File: config.mk
export PLATFORM = sky130hd
export DESIGN_NAME = spicf_core
export DESIGN_NICKNAME = d
export VERILOG_FILES = /design/src/hw/spicf_pkg.sv /design/src/hw/spicf_prescale.sv /design/src/hw/spicf_core.sv
export SDC_FILE = /design/constraint.sdc
export NUM_CORES = 1
export LEC_CHECK = 0
export ABC_CLOCK_PERIOD_IN_PS = 6820
export BUFFER_PORTS_ARGS = -buffer_cell sky130_fd_sc_hd__buf_4
export CORE_MARGIN = 4
export CORE_UTILIZATION = 43
export DETAILED_ROUTE_END_ITERATION = 6
export GPL_ROUTABILITY_DRIVEN = 0
export HOLD_SLACK_MARGIN = 0.12
export SETUP_SLACK_MARGIN = 0.1
export SYNTH_ARGS = -nofsm -noshare
export SYNTH_HDL_FRONTEND = slang
export SYNTH_SLANG_ARGS = --single-unit
File: constraint.sdc
create_clock -name clk -period 6.82 [get_ports clk]
set_clock_uncertainty 0.05 [all_clocks]
set_input_delay 0.341 -clock clk [delete_from_list [all_inputs] [get_ports clk]]
set_output_delay 0.341 -clock clk [all_outputs]
set_load 0.02 [all_outputs]
File: src/hw/spicf_pkg.sv
// shared constants and carrier types of the serial port block
package spicf_pkg;
    // register word addresses
    localparam logic [1:0] SPICF_A_CON1 = 2'h0;
    localparam logic [1:0] SPICF_A_CON2 = 2'h1;
    localparam logic [1:0] SPICF_A_BUF = 2'h2;
    localparam logic [1:0] SPICF_A_STAT = 2'h3;
    // implemented bits and reset values
    localparam logic [15:0] SPICF_CON1_MASK = 16'h1FFF;
    localparam logic [15:0] SPICF_CON2_MASK = 16'hE003;
    localparam logic [15:0] SPICF_CON_RST = 16'h0000;
    // first control register fields
    localparam int SPICF_B_CLKDIS = 12;
    localparam int SPICF_B_DODIS = 11;
    localparam int SPICF_B_W16 = 10;
    localparam int SPICF_B_SMP = 9;
    localparam int SPICF_B_CKE = 8;
    localparam int SPICF_B_SELECT_PIN_ENABLE = 7;
    localparam int SPICF_B_CKP = 6;
    localparam int SPICF_B_MST = 5;
    localparam int SPICF_B_SEC = 2;
    localparam int SPICF_B_PRI = 0;
    // second control register fields
    localparam int SPICF_B_FRM = 15;
    localparam int SPICF_B_FSD = 14;
    localparam int SPICF_B_FPOL = 13;
    localparam int SPICF_B_FSE = 1;
    localparam int SPICF_B_BEN = 0;
    // status register fields
    localparam int SPICF_B_EN = 15;
    localparam int SPICF_B_ROV = 6;
    localparam int SPICF_B_RXE = 5;
    localparam int SPICF_B_TBF = 1;
    localparam int SPICF_B_RBF = 0;
    // deep buffer entries, then clock edges per 8 and 16 bit word
    localparam int SPICF_DEPTH = 4;
    localparam logic [5:0] SPICF_EDGES8 = 6'h10;
    localparam logic [5:0] SPICF_EDGES16 = 6'h20;

    typedef struct packed {
        logic [1:0] addr;
        logic [15:0] wdata;
        logic wr;
        logic rd;
    } spicf_req_s;

    typedef struct packed {
        logic sck;
        logic sck_oe_n;
        logic sdo;
        logic sdo_oe_n;
        logic ss;
        logic ss_oe_n;
    } spicf_pins_s;

    localparam spicf_pins_s SPICF_PINS_RST = '{sck: 1'b0, sck_oe_n: 1'b1,
        sdo: 1'b0, sdo_oe_n: 1'b1, ss: 1'b0, ss_oe_n: 1'b1};
endpackage : spicf_pkg

File: src/hw/spicf_prescale.sv
// two-stage serial clock prescaler producing lead and trail edge enables
`timescale 1ns/10ps
`default_nettype none
module spicf_prescale import spicf_pkg::*; (
    input wire logic clk, // system clock
    input wire logic rstn, // async reset, low
    input wire logic run, // count while high
    input wire logic [1:0] pri, // primary code
    input wire logic [2:0] sec, // secondary code
    output logic lead, // idle to active edge enable
    output logic trail // active to idle edge enable
);
    typedef struct packed {
        logic [9:0] cnt;
        logic [9:0] gap;
    } spicf_ps_s;

    spicf_ps_s s;
    spicf_ps_s n;
    logic [9:0] ratio;

    // code 11 is 1:1 up to 00 at 64:1; code 111 is 1:1 down to 000 at 8:1
    assign ratio = 10'((10'h001 << (2 * (3 - pri))) * (4'h8 - {1'b0, sec}));
    assign lead = run && (s.cnt == 10'h000);
    // a total ratio of 1 puts both edges in one cycle and is not usable
    assign trail = run && (s.cnt == (ratio >> 1));

    always_comb begin
        n = s;
        if (!run || (s.cnt >= ratio - 10'h001)) begin
            n.cnt = 10'h000;
        end else begin
            n.cnt = s.cnt + 10'h001;
        end
        if (!run) begin
            n.gap = 10'h000;
        end else if (lead) begin
            n.gap = 10'h001;
        end else if (s.gap != 10'h3FF && s.gap != 10'h000) begin
            n.gap = s.gap + 10'h001;
        end
    end

    always_ff @(posedge clk or negedge rstn) begin
        if (!rstn) begin
            s <= '0;
        end else begin
            s <= n;
        end
    end
endmodule : spicf_prescale
`default_nettype wire

File: src/hw/spicf_core.sv
// serial port configuration, clocking, framing and shared buffer logic
//
// Our own choices: strobed register access and the register addresses.
`timescale 1ns/10ps
`default_nettype none
module spicf_core import spicf_pkg::*; (
    input wire logic clk, // system clock
    input wire logic rstn, // async reset, low
    input wire spicf_req_s req, // register request
    output logic [15:0] rdata, // read data, cycle after strobe
    input wire logic sck_i, // clock pin level
    input wire logic sdi_i, // data in pin
    input wire logic ss_i, // select or sync pin level
    output spicf_pins_s pins // pin drives and enables
);
    typedef struct packed {
        logic [15:0] con1;
        logic [15:0] con2;
        logic en;
        logic rov;
        logic [15:0] rdata;
        logic [SPICF_DEPTH-1:0][15:0] txq;
        logic [1:0] tx_wp;
        logic [1:0] tx_rp;
        logic [2:0] tx_cnt;
        logic [SPICF_DEPTH-1:0][15:0] rxq;
        logic [1:0] rx_wp;
        logic [1:0] rx_rp;
        logic [2:0] rx_cnt;
        logic [15:0] sr_tx;
        logic [15:0] sr_rx;
        logic busy;
        logic pre;
        logic loaded;
        logic [5:0] e;
        logic [2:0] sync1;
        logic [2:0] sync2;
        logic sck_d;
        spicf_pins_s pins;
    } spicf_st_s;

    spicf_st_s s;
    spicf_st_s n;

    logic w16, mst, cke, input_sample_phase, clock_polarity, framed, fsd, fpol, fse;
    logic [2:0] cap;
    logic [5:0] lastb;
    logic tx_full, rx_full, sck_s, sdi_s, ss_s, sync_in;
    logic slv_lead, slv_trail, slv_sel, lead, trail;
    logic tx_push, tx_pop, rx_push, rx_pop, ovf_evt, rov_clr, sync_out;
    logic [15:0] stat_w, rx_word;

    function automatic logic msb_of(input logic [15:0] v, input logic w);
        return w ? v[15] : v[7];
    endfunction : msb_of

    assign w16 = s.con1[SPICF_B_W16];
    assign mst = s.con1[SPICF_B_MST];
    assign input_sample_phase = s.con1[SPICF_B_SMP];
    assign clock_polarity = s.con1[SPICF_B_CKP];
    assign framed = s.con2[SPICF_B_FRM];
    assign fsd = s.con2[SPICF_B_FSD];
    assign fpol = s.con2[SPICF_B_FPOL];
    assign fse = s.con2[SPICF_B_FSE];
    // edge select is meaningless when framed, so it is forced off there
    assign cke = s.con1[SPICF_B_CKE] & ~framed;
    assign cap = s.con2[SPICF_B_BEN] ? 3'(SPICF_DEPTH) : 3'h1;
    assign lastb = w16 ? SPICF_EDGES16 : SPICF_EDGES8;
    assign tx_full = s.tx_cnt >= cap;
    assign rx_full = s.rx_cnt >= cap;
    assign sck_s = s.sync2[0];
    assign sdi_s = s.sync2[1];
    assign ss_s = s.sync2[2];
    assign sync_in = (ss_s == fpol);
    assign slv_lead = (sck_s != clock_polarity) && (s.sck_d == clock_polarity);
    assign slv_trail = (sck_s == clock_polarity) && (s.sck_d != clock_polarity);
    // framed slave without a sync input has nothing to qualify its clock
    assign slv_sel = framed ? (!fsd || s.busy || sync_in)
        : (!s.con1[SPICF_B_SELECT_PIN_ENABLE] || !ss_s);
    assign rdata = s.rdata;
    assign pins = s.pins;

    spicf_prescale u_prescale (
        .clk(clk),
        .rstn(rstn),
        .run(s.en && mst && s.busy),
        .pri(s.con1[SPICF_B_PRI +: 2]),
        .sec(s.con1[SPICF_B_SEC +: 3]),
        .lead(lead),
        .trail(trail)
    );

    always_comb begin
        n = s;
        tx_push = 1'b0;
        tx_pop = 1'b0;
        rx_push = 1'b0;
        rx_pop = 1'b0;
        ovf_evt = 1'b0;
        rov_clr = 1'b0;
        stat_w = 16'h0000;
        stat_w[SPICF_B_EN] = s.en;
        stat_w[SPICF_B_ROV] = s.rov;
        stat_w[SPICF_B_RXE] = (s.rx_cnt == 3'h0);
        stat_w[SPICF_B_TBF] = tx_full;
        stat_w[SPICF_B_RBF] = rx_full;
        n.sync1 = {ss_i, sdi_i, sck_i};
        n.sync2 = s.sync1;
        n.sck_d = sck_s;

        // register port: read data stand for one cycle only
        n.rdata = 16'h0000;
        if (req.rd) begin
            unique case (req.addr)
                SPICF_A_CON1: n.rdata = s.con1 & SPICF_CON1_MASK;
                SPICF_A_CON2: n.rdata = s.con2 & SPICF_CON2_MASK;
                SPICF_A_BUF: begin
                    n.rdata = s.rxq[s.rx_rp];
                    rx_pop = (s.rx_cnt != 3'h0);
                end
                SPICF_A_STAT: n.rdata = stat_w;
            endcase
        end
        if (req.wr) begin
            unique case (req.addr)
                SPICF_A_CON1: n.con1 = req.wdata & SPICF_CON1_MASK;
                SPICF_A_CON2: n.con2 = req.wdata & SPICF_CON2_MASK;
                SPICF_A_BUF: tx_push = !tx_full;
                SPICF_A_STAT: begin
                    n.en = req.wdata[SPICF_B_EN];
                    rov_clr = !req.wdata[SPICF_B_ROV];
                end
            endcase
        end

        rx_word = 16'h0000;
        if (!s.en) begin
            n.busy = 1'b0;
            n.pre = 1'b0;
            n.loaded = 1'b0;
            n.e = 6'h00;
        end else if (mst) begin
            if (!s.busy) begin
                n.pins.sck = clock_polarity;
                if (s.tx_cnt != 3'h0 && (!framed || !fsd || sync_in)) begin
                    n.sr_tx = s.txq[s.tx_rp];
                    tx_pop = 1'b1;
                    n.busy = 1'b1;
                    n.e = 6'h00;
                    n.pre = framed & ~fsd & ~fse;
                    if (cke) begin
                        n.pins.sdo = msb_of(n.sr_tx, w16);
                        n.sr_tx = n.sr_tx << 1;
                    end
                end
            end else if (lead || trail) begin
                if (s.pre) begin
                    // a spare bit period carries the leading sync pulse
                    n.pins.sck = lead ? ~clock_polarity : clock_polarity;
                    if (trail) begin
                        n.pre = 1'b0;
                    end
                end else begin
                    if (s.e < lastb) begin
                        n.pins.sck = s.e[0] ? clock_polarity : ~clock_polarity;
                    end
                    if (s.e < lastb && s.e[0] == cke) begin
                        n.pins.sdo = msb_of(s.sr_tx, w16);
                        n.sr_tx = s.sr_tx << 1;
                    end
                    if (input_sample_phase ? (s.e != 6'h00 && s.e[0] == cke)
                        : (s.e < lastb && s.e[0] != cke)) begin
                        n.sr_rx = {s.sr_rx[14:0], sdi_s};
                    end
                    // one extra tick closes the last bit for end sampling
                    if (s.e == lastb) begin
                        n.busy = 1'b0;
                        rx_push = 1'b1;
                    end
                    n.e = s.e + 6'h01;
                end
            end
        end else begin
            if (framed && fsd && sync_in) begin
                n.busy = 1'b1;
            end
            if (!slv_sel) begin
                // deselect mid-word drops the partial word
                n.e = 6'h00;
                n.loaded = 1'b0;
                n.busy = 1'b0;
            end else begin
                if (!s.loaded && s.tx_cnt != 3'h0 && s.e == 6'h00) begin
                    n.sr_tx = s.txq[s.tx_rp];
                    tx_pop = 1'b1;
                    n.loaded = 1'b1;
                    if (cke) begin
                        n.pins.sdo = msb_of(n.sr_tx, w16);
                        n.sr_tx = n.sr_tx << 1;
                    end
                end
                if (cke ? slv_trail : slv_lead) begin
                    n.pins.sdo = msb_of(n.sr_tx, w16);
                    n.sr_tx = n.sr_tx << 1;
                end
                if (cke ? slv_lead : slv_trail) begin
                    n.sr_rx = {s.sr_rx[14:0], sdi_s};
                    if (s.e == (lastb >> 1) - 6'h01) begin
                        rx_push = 1'b1;
                        n.e = 6'h00;
                        n.loaded = 1'b0;
                        n.busy = 1'b0;
                    end else begin
                        n.e = s.e + 6'h01;
                    end
                end
            end
        end

        if (rx_push) begin
            rx_word = w16 ? n.sr_rx : {8'h00, n.sr_rx[7:0]};
        end
        // a full receive side keeps the unread word and drops the new one
        ovf_evt = rx_push && rx_full;
        if (rx_push && !rx_full) begin
            n.rxq[s.rx_wp] = rx_word;
            n.rx_wp = s.rx_wp + 2'h1;
        end
        if (rx_pop) begin
            n.rx_rp = s.rx_rp + 2'h1;
        end
        n.rx_cnt = 3'(s.rx_cnt + {2'b00, rx_push && !rx_full}
            - {2'b00, rx_pop});
        if (tx_push) begin
            n.txq[s.tx_wp] = req.wdata;
            n.tx_wp = s.tx_wp + 2'h1;
        end
        if (tx_pop) begin
            n.tx_rp = s.tx_rp + 2'h1;
        end
        n.tx_cnt = 3'(s.tx_cnt + {2'b00, tx_push} - {2'b00, tx_pop});
        // a hardware overflow beats a software clear in the same cycle
        n.rov = ovf_evt | (s.rov & ~rov_clr);
        if (!n.en) begin
            n.tx_cnt = 3'h0;
            n.tx_wp = 2'h0;
            n.tx_rp = 2'h0;
            n.rx_cnt = 3'h0;
            n.rx_wp = 2'h0;
            n.rx_rp = 2'h0;
        end

        if (mst) begin
            sync_out = n.pre | (fse & n.busy & (n.e < 6'h02));
        end else begin
            sync_out = n.loaded & (n.e == 6'h00);
        end
        n.pins.ss = fpol ? sync_out : ~sync_out;
        n.pins.ss_oe_n = !(s.en && framed && !fsd);
        n.pins.sck_oe_n = !(s.en && mst && !s.con1[SPICF_B_CLKDIS]);
        n.pins.sdo_oe_n = !(s.en && !s.con1[SPICF_B_DODIS]
            && (mst || slv_sel));
    end

    always_ff @(posedge clk or negedge rstn) begin
        if (!rstn) begin
            s <= '0;
            s.con1 <= SPICF_CON_RST;
            s.con2 <= SPICF_CON_RST;
            s.pins <= SPICF_PINS_RST;
        end else begin
            s <= n;
        end
    end
endmodule : spicf_core
`default_nettype wire

==> impl_results.md <==
* Syn_area_per_cell at 11.1 sq um
* Critical Path Source Type: flip-flop
* Drt pass-1 iters at 6
* CTS Buffer Depth at 3
* DRT iter0 DRCs at 759
* Row count at 63
* Unrepaired setup endpoints after global routing: false
* Global-route wire length before repair at 50000 microns
* CTS resizes at 0
* Flop pwr share at 0.374
* F_max at 174 MHz
* CP Max Fanout at 9
* Top cell type's share of synthesized area at 0.457
* Design Area, Final at 0.0147 sq mm
* Count leader, synth: dfrtp_1
* Synth Register Bits at 242
* Clock buffer count from CTS at 27
* Post-synth EDFFs at 0
* WP data arrival at 6120 ps
* Slew @ Worst Pin at 935 ps
* Vias in the first global route at 8832
* Pwr Density at 331 mW/mm^2
* R2r setup slk at 1060 ps
* Worst Path Required at 7180 ps
* Hold Crit Class: in -> reg
* Die height at 183 microns
* Switching power at 0.00163 W
* Crit path buf inv count at 4
* Dpl hpwl at 20800 microns
* GRT Total Usage at 0.186
* Final #Nets at 1268
* Buffers on Ports at 46
* Antenna diodes at 0
* Htree depth at 1
* Final Max Slew Viols at 0
* Family with the most delay on the worst path: adder cells
* Clock tree root buffer cell: clkbuf_16
* Synth area leader: dfrtp_1
* Crit path capture type: flip-flop
* Combinational fraction of design power at 0.309
* Post-synthesis cell area at 0.0131 sq mm
* Finished Layout Cells at 1601
* Final Hold Viols at 0
* Ports at 47
* Switching share of total power at 0.334
* Clock net sink count at 242
* Total Die Area at 0.0333 sq mm
* Primary FF master, synth: dfrtp_1
* Critical path, cell by cell: inv_1 -> ha_1 -> inv_1 -> nor2_1 -> ha_1 -> ha_1 -> ha_1 -> fa_1 -> ha_1 -> nand2b_1 -> a2bb2oi_1 -> xor2_1 -> and4_1 -> a31oi_4 -> nor3_1 -> o211a_1 -> inv_1 -> ha_1 -> inv_1 -> ha_1 -> fa_1 -> xnor2_1 -> nor2_1
* Critical path class: reg -> reg
* Clk pwr share at 0.317
* Asr flop ratio synth at 1.00
* Worst-path clk slew at 60 ps
* Die W at 183 microns
* Post-synth top cells: 239 x dfrtp_1, 129 x mux2_2, 113 x nor2_1
* Final wirelength at 30400 microns
* Slew Limit Headroom at 0.377
* Area contributors post-synth: dfrtp_1 46%, mux2_2 11%, mux4_2 5.8%, ha_1 4.7%, nor2_1 3.2%
* Clk_lat worst skew at 530 ps
* Synth cell types at 74
* CP dominant cell by count: ha_1
* Initial antenna violation count at 0
* Core area at 0.0299 sq mm
* Placed Area at 0.0135 sq mm
* Area delta synth->final at 12.3%
* Status: finished clean
* Dpl cells at 1531
* Max_cap viols at 0
* Final core utilization at 0.492
* Peak supply drop at 0.154 mV
* Initial cell density of the core at 0.438
* Seq/Total Area, Yosys at 0.463
* Static leakage at 6.83 nW
* Cells after Synth at 1175
* TritonCTS clock tree: done
* Syn_nets at 1252
* Pin count of the biggest net entering global routing at 131
* Congestion Overflow GR at 0
* Share of post-route cells with drive strength above 1 at 0.240
* Tot Pwr at 0.00487 W
* Pint at 0.00324 W
* Yosys warns at 0
* CP max-delay cell: nor3_1
* Number of setup buffers added after CTS at 0
* Final setup vio count at 0
* Via count at 8706
* Period minus WS final at 5760 ps
* CP peak stage delay at 580 ps
* Setup TNS at 0 ps
* DR vias/cell at 5.44
* Fin crit share at 0.844
* DRC viols at 0
* Antenna viol nets, final at 0
* DR WL/cell at 19.0 microns
-- per-layer routing --
layer | up-vias | global-route usage | part of all wire
li1 | 4150 | - | -
met1 | 4369 | 0.274 | 0.48
met2 | 150 | 0.297 | 0.47
met3 | 37 | 0.0219 | 0.033
met4 | 0 | 0.0396 | 0.017
met5 | - | 0 | 0
-- tightest hold or removal path, stage by stage --
cell and delay [ps]:
buf_4 200, mux2i_1 170, nor2_1 50
-- final timing paths --
kind	startpoint	cells past startpoint	end
max in group asynchronous	rstn	3	s[125]
min	req[19]	3	rdata[10]
max reg2reg	s[232]	23	s[56]
max	s[232]	23	s[56]
min reg2reg	n[8]	0	s[8]
min in group asynchronous	rstn	2	s[48]
-- layout by cell type, fill, tap and decap left out, types with 4 or more instances in the layout --
| cell type | instances |
|---|---|
| nand2_1 | 75 |
| a21o_1 | 9 |
| a22oi_1 | 6 |
| clkbuf_16 | 27 |
| buf_4 | 54 |
| nand3_1 | 22 |
| nor3_1 | 13 |
| xnor2_1 | 29 |
| bufinv_16 | 4 |
| a211oi_1 | 15 |
| dfrtp_1 | 239 |
| o22ai_1 | 18 |
| clkinv_2 | 4 |
| nor2b_1 | 21 |
| a21oi_1 | 56 |
| nand2_2 | 4 |
| nor3b_1 | 7 |
| o21ai_0 | 48 |
| clkbuf_8 | 7 |
| mux2_2 | 129 |
| and3_1 | 8 |
| nand2b_1 | 10 |
| ha_1 | 49 |
| or3_1 | 4 |
| a31oi_1 | 6 |
| and2_1 | 10 |
| nor2_1 | 112 |
| or2_2 | 6 |
| mux2i_1 | 37 |
| mux4_2 | 34 |
| inv_1 | 40 |
| xor2_1 | 19 |
| dlygate4sd3_1 | 21 |
-- stage by stage --
stage / hold WS, ps / setup WS (ps)
2_1_floorplan: -4.59 / 1780
3_3_place_gp: 286 / 1320
3_5_place_dp: 286 / 1090
4_1_cts: 218 / 1080
5_1_grt: 238 / 582
6_report: 240 / 1060
-- cells by family after synthesis --
kind of cell,synth area share
buffers and inverters,0.0487
adders and majority gates,0.0514
xor gates and xnor gates,0.0338
and+or+nand+nor,0.116
AOI/OAI and AO/OA,0.0881
muxes,0.199
DFF,0.463
-- timing repair --
| item | 4_1_cts | 5_1_grt |
|---|---|---|
| endpoints found under the hold margin | 199 | 0 |
| hold buffers | 21 | 0 |
| setup endpoints to repair | 0 | 0 |
-- registers in the layout, summed over array words and instances, names as in the netlist --
signal	flops
input_sample_phase	1
n	4
mst	1
pins	6
clock_polarity	1
u_prescale.s	10
rdata	16
fpol	1
s	199
fse	1
framed	1
fsd	1
-- power groups by stage --
stage	Sequential (W)	Combinational [W]	Clock (W)
after floorplan	0.00176	0.00117	0
after global routing	0.00185	0.00169	0.00164
after detailed placement	0.00184	0.00149	0
after global placement	0.00184	0.00147	0
after CTS	0.00182	0.00151	0.00158
final	0.00182	0.00150	0.00154
-- cell type report --
class / instances / area [sq um]
multi-input combinational: 803 / 6400
timing repair buffer: 77 / 651
tap: 390 / 488
inverter: 40 / 150
fill: 2626 / 15200
clock buffer: 37 / 783
sequential: 242 / 6060
clock inverter: 12 / 175
No activity file was read; power rests on OpenSTA's default activity.
